## src/logic/smp_pkg.sv

```systemverilog
// Purpose: shared constants of the serial module pin control block
// Assumes: 250 MHz pclk, APB register access with 32-bit data
// Notes:   all timing counts derive from the clock rate
package smp_pkg;

    // clock and timing
    localparam int unsigned CLK_KHZ        = 250_000;
    localparam int unsigned STARTUP_MS     = 500;
    localparam int unsigned FLASH_MS       = 50;
    localparam int unsigned STARTUP_CYCLES = STARTUP_MS * CLK_KHZ;
    localparam int unsigned FLASH_CYCLES   = FLASH_MS * CLK_KHZ;

    // register byte offsets
    localparam logic [7:0] CTRL_OFS   = 8'h00;
    localparam logic [7:0] BAUD_OFS   = 8'h04;
    localparam logic [7:0] TXDATA_OFS = 8'h08;
    localparam logic [7:0] STATUS_OFS = 8'h0C;

    // control register fields
    localparam int CTRL_MODE_LSB = 0;
    localparam int CTRL_DTR_BIT  = 2;
    localparam int CTRL_RDY_BIT  = 3;
    localparam int CTRL_SEL0_BIT = 4;
    localparam int CTRL_SEL1_BIT = 5;
    localparam int CTRL_WIDTH    = 6;

    // status register fields
    localparam int STAT_DONE_BIT    = 0;
    localparam int STAT_SERDEF_BIT  = 1;
    localparam int STAT_FACTORY_BIT = 2;
    localparam int STAT_CONNREQ_BIT = 3;
    localparam int STAT_CTS_BIT     = 4;
    localparam int STAT_DSR_BIT     = 5;
    localparam int STAT_RXD_BIT     = 6;
    localparam int STAT_EMPTY_BIT   = 7;
    localparam int STAT_FULL_BIT    = 8;
    localparam int STAT_BUSY_BIT    = 9;

    // reset values
    localparam logic [CTRL_WIDTH-1:0] CTRL_RESET       = 6'h00;
    localparam logic [15:0]           BAUD_DIV_DEFAULT = 16'h087A;

    // operating modes shown on the status outputs
    typedef enum logic [1:0] {
        MODE_DATA_IDLE  = 2'b00,
        MODE_CMD_IDLE   = 2'b01,
        MODE_CONNECTING = 2'b10,
        MODE_CONNECTED  = 2'b11
    } smp_mode_t;

    // transmitter states
    typedef enum logic [1:0] {
        TX_IDLE  = 2'b01,
        TX_SHIFT = 2'b10
    } smp_tx_state_t;

endpackage

```

## src/logic/smp_fifo_if.sv

```systemverilog
// Purpose: valid/ready carrier between the register side and the fifo
// Assumes: one clock domain
// Notes:   push side fills, pop side drains
`timescale 1ns/100ps
interface smp_fifo_if #(parameter int WIDTH = 8);
    logic             push_valid;
    logic             push_ready;
    logic [WIDTH-1:0] push_data;
    logic             pop_valid;
    logic             pop_ready;
    logic [WIDTH-1:0] pop_data;

    modport fifo (
        input  push_valid,
        output push_ready,
        input  push_data,
        output pop_valid,
        input  pop_ready,
        output pop_data
    );

    modport user (
        output push_valid,
        input  push_ready,
        output push_data,
        input  pop_valid,
        output pop_ready,
        input  pop_data
    );
endinterface

```

## src/logic/smp_fifo.sv

```systemverilog
// Purpose: small synchronous fifo with valid/ready on both sides
// Assumes: depth is a power of two
// Notes:   push is refused while full, so back-pressure reaches the bus
`timescale 1ns/100ps
module smp_fifo #(
    parameter int WIDTH = 8,
    parameter int DEPTH = 8
) (
    // clock and reset
    input  wire logic  pclk,
    input  wire logic  presetn,
    // queue ports
    smp_fifo_if.fifo   q
);
    localparam int AW = $clog2(DEPTH);

    logic [WIDTH-1:0] mem [DEPTH];
    logic [AW:0]      wr_ptr_reg;
    logic [AW:0]      rd_ptr_reg;
    logic             full;
    logic             empty;

    assign empty        = (wr_ptr_reg == rd_ptr_reg);
    assign full         = (wr_ptr_reg[AW] != rd_ptr_reg[AW])
                          && (wr_ptr_reg[AW-1:0] == rd_ptr_reg[AW-1:0]);
    assign q.push_ready = !full;
    assign q.pop_valid  = !empty;
    assign q.pop_data   = mem[rd_ptr_reg[AW-1:0]];

    always_ff @(posedge pclk)
    begin
        if (q.push_valid && !full)
        begin
            mem[wr_ptr_reg[AW-1:0]] <= q.push_data;
        end
    end

    always_ff @(posedge pclk or negedge presetn)
    begin
        if (!presetn)
        begin
            wr_ptr_reg <= '0;
            rd_ptr_reg <= '0;
        end
        else
        begin
            if (q.push_valid && !full)
            begin
                wr_ptr_reg <= wr_ptr_reg + 1'b1;
            end
            if (q.pop_ready && !empty)
            begin
                rd_ptr_reg <= rd_ptr_reg + 1'b1;
            end
        end
    end

    chk_fifo_no_overrun: assert property (@(posedge pclk) disable iff (!presetn)
        full && q.push_valid |=> wr_ptr_reg == $past(wr_ptr_reg))
        else $error("fifo accepted a word while full");

endmodule // smp_fifo

```

## src/logic/smp_pin_ctrl.sv

```systemverilog
// Purpose: host-facing pin logic: startup straps, status outputs, uart pins
// Assumes: pin inputs synchronous to pclk; software sets mode over APB
// Notes:   output enables are active low; every pin floats in reset
//
// Local design decisions: the address map and the APB interface to the registers.
`timescale 1ns/100ps

module smp_pin_ctrl #(
    parameter int unsigned STARTUP_CYCLES = smp_pkg::STARTUP_CYCLES,
    parameter int unsigned FLASH_CYCLES   = smp_pkg::FLASH_CYCLES,
    parameter int          FIFO_DEPTH     = 8
) (
    // clock and reset
    input  wire logic        pclk,
    input  wire logic        presetn,
    // apb slave
    input  wire logic        psel,
    input  wire logic        penable,
    input  wire logic        pwrite,
    input  wire logic [7:0]  paddr,
    input  wire logic [31:0] pwdata,
    output logic      [31:0] prdata,
    output logic             pready,
    output logic             pslverr,
    // strap and modem inputs
    input  wire logic        switch0_n,
    input  wire logic        cts_n,
    input  wire logic        dsr_n,
    input  wire logic        rxd,
    // green status / serial default strap, two-way
    input  wire logic        green_in,
    output logic             green_out,
    output logic             green_oe_n,
    // status and uart outputs, sharing one enable
    output logic             red_n,
    output logic             blue_n,
    output logic             txd,
    output logic             rts_n,
    output logic             dtr_n,
    output logic             transceiver_select_0,
    output logic             transceiver_select_1,
    output logic             pins_oe_n,
    // towards the firmware side
    output logic             connect_req,
    output logic             factory_restore,
    output logic             serial_default
);

    smp_fifo_if #(.WIDTH(8)) txq ();

    logic [smp_pkg::CTRL_WIDTH-1:0] ctrl_reg;
    logic [15:0]                    baud_div_reg;
    logic [31:0]                    prdata_reg;
    logic [31:0]                    startup_cnt_reg;
    logic                           startup_done_reg;
    logic                           serdef_reg;
    logic                           factory_reg;
    logic [31:0]                    flash_cnt_reg;
    logic [15:0]                    baud_cnt_reg;
    logic                           baud_tick;
    smp_pkg::smp_tx_state_t         tx_state_reg;
    logic [9:0]                     tx_shift_reg;
    logic [3:0]                     tx_bits_reg;
    logic                           tx_start;
    logic                           flashing;
    logic                           green_reg;
    logic                           red_reg;
    logic                           blue_reg;
    logic                           txd_reg;
    logic                           rts_reg;
    logic                           dtr_reg;
    logic                           sel0_reg;
    logic                           sel1_reg;
    logic                           drive_reg;
    logic                           setup_phase;
    logic                           access;
    logic                           mapped;
    logic                           tx_wr;
    logic                           window_end;
    smp_pkg::smp_mode_t             mode;

    assign mode        = smp_pkg::smp_mode_t'(ctrl_reg[smp_pkg::CTRL_MODE_LSB +: 2]);
    assign setup_phase = psel && !penable;
    assign mapped      = (paddr == smp_pkg::CTRL_OFS) || (paddr == smp_pkg::BAUD_OFS)
                         || (paddr == smp_pkg::TXDATA_OFS) || (paddr == smp_pkg::STATUS_OFS);
    assign tx_wr       = psel && penable && pwrite && (paddr == smp_pkg::TXDATA_OFS);
    // a data write waits while the queue is full: back-pressure to the bus
    assign pready      = tx_wr ? txq.push_ready : 1'b1;
    assign access      = psel && penable && pready;
    assign pslverr     = psel && penable && !mapped;
    assign prdata      = prdata_reg;
    assign window_end  = !startup_done_reg && (startup_cnt_reg == STARTUP_CYCLES - 1);

    assign txq.push_valid = tx_wr;
    assign txq.push_data  = pwdata[7:0];

    smp_fifo #(
        .WIDTH (8),
        .DEPTH (FIFO_DEPTH)
    ) u_txq (
        .pclk    (pclk),
        .presetn (presetn),
        .q       (txq.fifo)
    );

    // startup window, timed from reset release
    always_ff @(posedge pclk or negedge presetn)
    begin
        if (!presetn)
        begin
            startup_cnt_reg  <= 32'h0000_0000;
            startup_done_reg <= 1'b0;
        end
        else if (!startup_done_reg)
        begin
            startup_cnt_reg  <= startup_cnt_reg + 32'h0000_0001;
            startup_done_reg <= window_end;
        end
    end

    // straps are latched here only in the last window cycle; connect_req keeps reading switch0_n after it
    always_ff @(posedge pclk or negedge presetn)
    begin
        if (!presetn)
        begin
            serdef_reg  <= 1'b0;
            factory_reg <= 1'b0;
        end
        else if (window_end)
        begin
            serdef_reg  <= !green_in;
            factory_reg <= !green_in && !switch0_n;
        end
    end

    // configuration registers
    always_ff @(posedge pclk or negedge presetn)
    begin
        if (!presetn)
        begin
            ctrl_reg     <= smp_pkg::CTRL_RESET;
            baud_div_reg <= smp_pkg::BAUD_DIV_DEFAULT;
        end
        else if (window_end && !green_in)
        begin
            baud_div_reg <= smp_pkg::BAUD_DIV_DEFAULT;
            if (!switch0_n)
            begin
                ctrl_reg <= smp_pkg::CTRL_RESET;
            end
        end
        else if (access && pwrite)
        begin
            if (paddr == smp_pkg::CTRL_OFS)
            begin
                ctrl_reg <= pwdata[smp_pkg::CTRL_WIDTH-1:0];
            end
            if (paddr == smp_pkg::BAUD_OFS)
            begin
                baud_div_reg <= pwdata[15:0];
            end
        end
    end

    // read data is captured in the setup cycle, so access needs no wait
    always_ff @(posedge pclk or negedge presetn)
    begin
        if (!presetn)
        begin
            prdata_reg <= 32'h0000_0000;
        end
        else if (setup_phase)
        begin
            prdata_reg <= 32'h0000_0000;
            unique case (paddr)
                smp_pkg::CTRL_OFS:
                begin
                    prdata_reg[smp_pkg::CTRL_WIDTH-1:0] <= ctrl_reg;
                end
                smp_pkg::BAUD_OFS:
                begin
                    prdata_reg[15:0] <= baud_div_reg;
                end
                smp_pkg::STATUS_OFS:
                begin
                    prdata_reg[smp_pkg::STAT_DONE_BIT]    <= startup_done_reg;
                    prdata_reg[smp_pkg::STAT_SERDEF_BIT]  <= serdef_reg;
                    prdata_reg[smp_pkg::STAT_FACTORY_BIT] <= factory_reg;
                    prdata_reg[smp_pkg::STAT_CONNREQ_BIT] <= connect_req;
                    prdata_reg[smp_pkg::STAT_CTS_BIT]     <= !cts_n;
                    prdata_reg[smp_pkg::STAT_DSR_BIT]     <= !dsr_n;
                    prdata_reg[smp_pkg::STAT_RXD_BIT]     <= rxd;
                    prdata_reg[smp_pkg::STAT_EMPTY_BIT]   <= !txq.pop_valid;
                    prdata_reg[smp_pkg::STAT_FULL_BIT]    <= !txq.push_ready;
                    prdata_reg[smp_pkg::STAT_BUSY_BIT]    <= (tx_state_reg == smp_pkg::TX_SHIFT);
                end
                default:
                begin
                    prdata_reg <= 32'h0000_0000;
                end
            endcase
        end
    end

    // bit-rate divider, one-cycle enable pulse
    assign baud_tick = (baud_cnt_reg == 16'h0000);

    always_ff @(posedge pclk or negedge presetn)
    begin
        if (!presetn)
        begin
            baud_cnt_reg <= 16'h0000;
        end
        else if (tx_start || baud_tick)
        begin
            baud_cnt_reg <= baud_div_reg - 16'h0001;
        end
        else
        begin
            baud_cnt_reg <= baud_cnt_reg - 16'h0001;
        end
    end

    // a frame starts only while the host holds clear-to-send low
    assign tx_start      = (tx_state_reg == smp_pkg::TX_IDLE) && txq.pop_valid
                           && !cts_n && startup_done_reg;
    assign txq.pop_ready = tx_start;

    always_ff @(posedge pclk or negedge presetn)
    begin
        if (!presetn)
        begin
            tx_state_reg <= smp_pkg::TX_IDLE;
            tx_shift_reg <= 10'h3FF;
            tx_bits_reg  <= 4'h0;
        end
        else
        begin
            unique case (tx_state_reg)
                smp_pkg::TX_IDLE:
                begin
                    if (tx_start)
                    begin
                        tx_shift_reg <= {1'b1, txq.pop_data, 1'b0};
                        tx_bits_reg  <= 4'h0;
                        tx_state_reg <= smp_pkg::TX_SHIFT;
                    end
                end
                smp_pkg::TX_SHIFT:
                begin
                    if (baud_tick)
                    begin
                        tx_shift_reg <= {1'b1, tx_shift_reg[9:1]};
                        tx_bits_reg  <= tx_bits_reg + 4'h1;
                        if (tx_bits_reg == 4'h9)
                        begin
                            tx_state_reg <= smp_pkg::TX_IDLE;
                        end
                    end
                end
            endcase
        end
    end

    // activity flash; a new byte restarts it, so long bursts stay dark
    assign flashing = (flash_cnt_reg != 32'h0000_0000);

    always_ff @(posedge pclk or negedge presetn)
    begin
        if (!presetn)
        begin
            flash_cnt_reg <= 32'h0000_0000;
        end
        else if (tx_start && mode[1])
        begin
            flash_cnt_reg <= FLASH_CYCLES;
        end
        else if (flashing)
        begin
            flash_cnt_reg <= flash_cnt_reg - 32'h0000_0001;
        end
    end

    // pin drivers; status levels are low when lit
    always_ff @(posedge pclk or negedge presetn)
    begin
        if (!presetn)
        begin
            drive_reg <= 1'b0;
            green_reg <= 1'b1;
            red_reg   <= 1'b1;
            blue_reg  <= 1'b1;
            txd_reg   <= 1'b1;
            rts_reg   <= 1'b1;
            dtr_reg   <= 1'b1;
            sel0_reg  <= 1'b0;
            sel1_reg  <= 1'b0;
        end
        else
        begin
            drive_reg <= 1'b1;
            green_reg <= !(mode == smp_pkg::MODE_DATA_IDLE || mode == smp_pkg::MODE_CMD_IDLE);
            red_reg   <= !(mode == smp_pkg::MODE_CMD_IDLE || mode == smp_pkg::MODE_CONNECTING);
            blue_reg  <= !mode[1] || flashing;
            txd_reg   <= (tx_state_reg == smp_pkg::TX_SHIFT) ? tx_shift_reg[0] : 1'b1;
            rts_reg   <= !ctrl_reg[smp_pkg::CTRL_RDY_BIT];
            dtr_reg   <= !ctrl_reg[smp_pkg::CTRL_DTR_BIT];
            sel0_reg  <= ctrl_reg[smp_pkg::CTRL_SEL0_BIT];
            sel1_reg  <= ctrl_reg[smp_pkg::CTRL_SEL1_BIT];
        end
    end

    // green doubles as a strap input, so it floats until the window closes
    assign green_oe_n           = !(drive_reg && startup_done_reg);
    assign green_out            = green_reg;
    assign pins_oe_n            = !drive_reg;
    assign red_n                = red_reg;
    assign blue_n               = blue_reg;
    assign txd                  = txd_reg;
    assign rts_n                = rts_reg;
    assign dtr_n                = dtr_reg;
    assign transceiver_select_0 = sel0_reg;
    assign transceiver_select_1 = sel1_reg;
    assign connect_req          = startup_done_reg && !switch0_n;
    assign factory_restore      = factory_reg;
    assign serial_default       = serdef_reg;

    chk_green_float_startup: assert property (
        @(posedge pclk) disable iff (!presetn)
        !startup_done_reg |-> green_oe_n)
        else $error("green driven before startup window ended");

    chk_pins_float_reset: assert property (
        @(posedge pclk) !presetn |-> pins_oe_n && green_oe_n)
        else $error("pins driven during reset");

    chk_strap_latch_once: assert property (
        @(posedge pclk) disable iff (!presetn)
        startup_done_reg |=> $stable(serdef_reg) && $stable(factory_reg))
        else $error("strap level changed after startup window");

    chk_factory_both_low: assert property (
        @(posedge pclk) disable iff (!presetn)
        $rose(startup_done_reg) |-> factory_reg == (!$past(green_in) && !$past(switch0_n)))
        else $error("factory restore does not match straps");

    chk_serial_default_baud: assert property (
        @(posedge pclk) disable iff (!presetn)
        $rose(startup_done_reg) && serdef_reg |-> baud_div_reg == smp_pkg::BAUD_DIV_DEFAULT)
        else $error("serial default strap did not restore bit rate");

    chk_tx_needs_cts: assert property (
        @(posedge pclk) disable iff (!presetn)
        $rose(tx_state_reg == smp_pkg::TX_SHIFT) |-> !$past(cts_n))
        else $error("frame started without clear-to-send");

    chk_tx_start_bit: assert property (
        @(posedge pclk) disable iff (!presetn)
        $rose(tx_state_reg == smp_pkg::TX_SHIFT) |=> !txd ##1 !txd)
        else $error("start bit not driven low");

    chk_led_connected: assert property (
        @(posedge pclk) disable iff (!presetn)
        mode == smp_pkg::MODE_CONNECTED && !flashing
        |=> !blue_n && green_out && red_n)
        else $error("connected status pattern wrong");

    chk_flash_hold: assert property (
        @(posedge pclk) disable iff (!presetn)
        $rose(flashing) |=> blue_n [*8])
        else $error("activity flash ended too soon");

    chk_dtr_follow: assert property (
        @(posedge pclk) disable iff (!presetn)
        ctrl_reg[smp_pkg::CTRL_DTR_BIT] ##1 ctrl_reg[smp_pkg::CTRL_DTR_BIT] |-> !dtr_n)
        else $error("data-terminal-ready not low when set");

endmodule // smp_pin_ctrl

```

## config.mk

```make
export PLATFORM = sky130hd
export DESIGN_NAME = smp_pin_ctrl
export DESIGN_NICKNAME = d
export VERILOG_FILES = /design/src/logic/smp_pkg.sv /design/src/logic/smp_fifo_if.sv /design/src/logic/smp_fifo.sv /design/src/logic/smp_pin_ctrl.sv
export SDC_FILE = /design/constraint.sdc
export NUM_CORES = 1
export LEC_CHECK = 0
export ABC_CLOCK_PERIOD_IN_PS = 8880
export BUFFER_PORTS_ARGS = -buffer_cell sky130_fd_sc_hd__buf_2
export CORE_UTILIZATION = 25
export CTS_CLUSTER_DIAMETER = 200
export DETAILED_ROUTE_END_ITERATION = 8
export HOLD_SLACK_MARGIN = 0.03
export SLEW_MARGIN = 10
export SYNTH_ARGS = -nofsm -noshare
export SYNTH_HDL_FRONTEND = slang
export SYNTH_SLANG_ARGS = --single-unit
```

## constraint.sdc

```tcl
create_clock -name pclk -period 8.88 [get_ports pclk]
set_clock_uncertainty 0.1 [all_clocks]
set_input_delay 0 -clock pclk [delete_from_list [all_inputs] [get_ports pclk]]
set_output_delay 0 -clock pclk [all_outputs]
set_load 0.005 [all_outputs]
```

==> impl_metrics.yaml <==
synthesis:
  ys_types: 54
  syn-instance-count: 816
  synth_edf_count: 64
  synth-seq-cells: 217
  synthesis.area_um2: 9812
  async_reset_ff_share_pct: 70.51
  synth_seq_area_share_pct: 58.89
  synth_area_per_cell_um2: 12.02
  ys_warn_count: 0
  synth_ff_type: "dfrtp_1"
critical_path:
  arrival_ns: 3.99
  cpPeakStageDelay_ns: 0.92
  crit_slowest_cell: "dfrtp_1"
  critPathKind: "flop to flop"
  crit_family: "flip-flops"
  start_kind: "flop"
  worst-path-buf-inv: 1
  required_ns: 9.19
  end_kind: "flop"
  path_max_fanout: 23
  path_cells: "xnor2_1 -> and4_1 -> o22ai_2 -> buf_4 -> mux2i_1 -> ha_1 -> o211ai_1 -> nor4b_1 -> xnor2_1 -> mux2i_1"
die:
  start_util_pct: 25.39
  die_w_um: 200.1
  placementRows: 72
  dieHeight_um: 200.1
  fp.dieArea_um2: 40040
  core_um2: 38650
  ios: 97
cts:
  clkLatencyLatePin_ns: 0.54
  hold_buffers: 39
  clk_path_buf_depth: 3
  cts_tree: "yes"
  h-tree-depth: 1
  cts_setup_buffers: 0
  root_buffer: "clkbuf_16"
  cts_resized: 0
  numCtsBuffers: 25
  clk_pin_slew_ns: 0.06
  cts_sinks: 217
global_route:
  grt_pass1_wl_mm: 36.73
  overflow: 0
  grt_max_degree: 81
  grt_util_all_layers_pct: 11.31
  antenna_found_initial: 0
  grt_pass1_vias: 6722
routing:
  drc: 0
  drt_wl_total_mm: 22.39
  wl_per_cell_um: 15.29
  routed_via_density: 4.428
  drtIter0Drc: 401
  dr.pass1.iters: 4
  ant_nets: 0
  vias: 6482
timing:
  fin_crit_ns: 3.682
  timing.slew.headroom_pct: 18.60
  finalMaxSlewViolations: 0
  fmax_ghz: 0.2716
  grt_setup_unrepaired: "no"
  finalHoldViolCount: 0
  final.setup.tns_ns: 0
  max_slew.worst_pin.slew_ns: 1.210
  setup_viol: 0
  finalCritPeriodShare_pct: 41.46
min_path:
  hp-class: "primary input to flop"
power_and_ir_drop:
  power_density_nw_per_um2: 177.4
  finalPower_mw: 2.109
  ir_drop_v: 0.0001402
  p_leak_nw: 4.665
placed_design:
  portBuffers: 64
  dpl.hpwl_mm: 14.92
  gp_congestion: 0.7567
cells_and_area:
  drive_above_1_share_pct: 17.97
  diodes: 0
  largest_reg_flops: 64
  final_nets: 986
  syn2layout_area_growth_pct: 21.13
run_status:
  status: "completed"
job:
  drv_cap: 0
## per-layer routing
metal | share of wire (%) | GRT usage (%)
met1 | 47 | 15.93
met2 | 46 | 18.15
met3 | 5.2 | 1.952
met4 | 1.5 | 2.363
met5 | 0 | 0
## power breakdown
part,total (mW),internal (mW),switching [mW]
Sequential,1.04,1.03,0.00468
Clock,1.01,0.598,0.411
Combinational,0.0595,0.0227,0.0368
## synthesized netlist by cell type, types with 12 or more instances
master    number  area [um^2]
inv_1         15        56.30
nand2_1       76        285.3
nor3_1        22        110.1
mux4_2        16        360.4
edfxtp_1      64         1922
nand4_1       12        75.07
dfstp_2       22        578.1
mux2_2        13        146.4
xor2_1        34        297.8
dfrtp_1      131         3278
a22o_1        14        122.6
buf_4         16        120.1
o21ai_0       22        110.1
mux2i_1       34        340.3
nand3_1       21        105.1
a21oi_1       21        105.1
nor4_1        12        75.07
nor2_1        88        330.3
xnor2_1       52        455.4
clkbuf_1      17        63.81
## logic make-up (layout without fill, tap and decap cells)
group	after synthesis	count (layout)	synth area share [%]
buffers and inverters	55	170	2.742
flip-flops	217	217	58.89
adder cells (fa/ha/maj)	9	9	1.148
AO/OA/AOI/OAI	85	85	5.611
XOR/XNOR	86	86	7.677
other	2	17	0.07654
AND/OR/NAND/NOR	299	299	15.23
multiplexers	63	63	8.633
## final cells by class
cell class / instances / area [um^2]
repair buffers: 109 / 772.0
clock inverters: 10 / 117.6
clock buffers: 36 / 686.9
fillers: 3919 / 26760
inverters: 15 / 56.30
multi-input cells: 559 / 3826
flip-flops and latches: 217 / 5778
well taps: 518 / 648.1
## worst paths after layout
| kind | from | to | slack (ns) | cells after the start |
|---|---|---|---|---|
| worst max-delay path | u_txq.rd_ptr_reg[1]$_DFFE_PN0P_ | baud_cnt_reg[10]$_DFF_PN0_ | 5.20 | 10 |
| worst max register to register | u_txq.rd_ptr_reg[1]$_DFFE_PN0P_ | baud_cnt_reg[10]$_DFF_PN0_ | 5.20 | 10 |
| worst min-delay path | penable | u_txq.wr_ptr_reg[2]$_DFFE_PN0P_ | 0.08 | 5 |
| min in group asynchronous | presetn | flash_cnt_reg[15]$_DFFE_PN0P_ | 0.46 | 3 |
| max in group asynchronous | presetn | baud_div_reg[8]$_DFFE_PN0P_ | 6.83 | 4 |
| worst min register to register | startup_cnt_reg[5]$_DFFE_PN0N_ | startup_cnt_reg[5]$_DFFE_PN0N_ | 0.37 | 1 |
## placed cells by master, fill, tap and decap left out, drive strengths merged, types with 7 or more instances in the layout
cell type    Yosys  routed
xnor2           52      52
mux2i           34      34
nor4            13      13
inv             15      16
nor2            88      88
nand2b           9       9
dfrtp          131     131
nand3           21      21
a22o            14      14
nand4           12      12
mux2            13      13
or3              7       7
nor3            24      24
o22ai           10      10
edfxtp          64      64
dlygate4sd3      0      38
xor2            34      34
nor2b            8       8
a21oi           21      21
buf             23      71
ha               9       9
nand2           76      76
nand3b           7       7
conb             2      17
clkbuf          17      36
and3             8       8
or4              9       9
o21ai           23      23
dfstp           22      22
mux4            16      16
## metrics by stage
step	hold slack (ns)	area (um^2)	setup WS [ns]	std cells	utilization, %
2_1_floorplan	-0.3956	9868	5.310	831	-
3_3_place_gp	-0.03131	10680	5.227	1379	27.64
3_5_place_dp	-0.02980	10680	5.151	1379	27.64
4_1_cts	0.04981	11890	5.131	1464	30.75
5_1_grt	0.1149	11890	4.803	1464	30.75
6_report	0.07603	11890	5.198	1464	30.75
## worst register-to-register path, cell delays in order (launching register included)
cell	delay (ns)
dfrtp_1	0.92
xnor2_1	0.21
and4_1	0.31
o22ai_2	0.14
buf_4	0.33
mux2i_1	0.28
ha_1	0.21
o211ai_1	0.32
nor4b_1	0.49
xnor2_1	0.17
mux2i_1	0.09
Power figures use the tool's default switching activity.
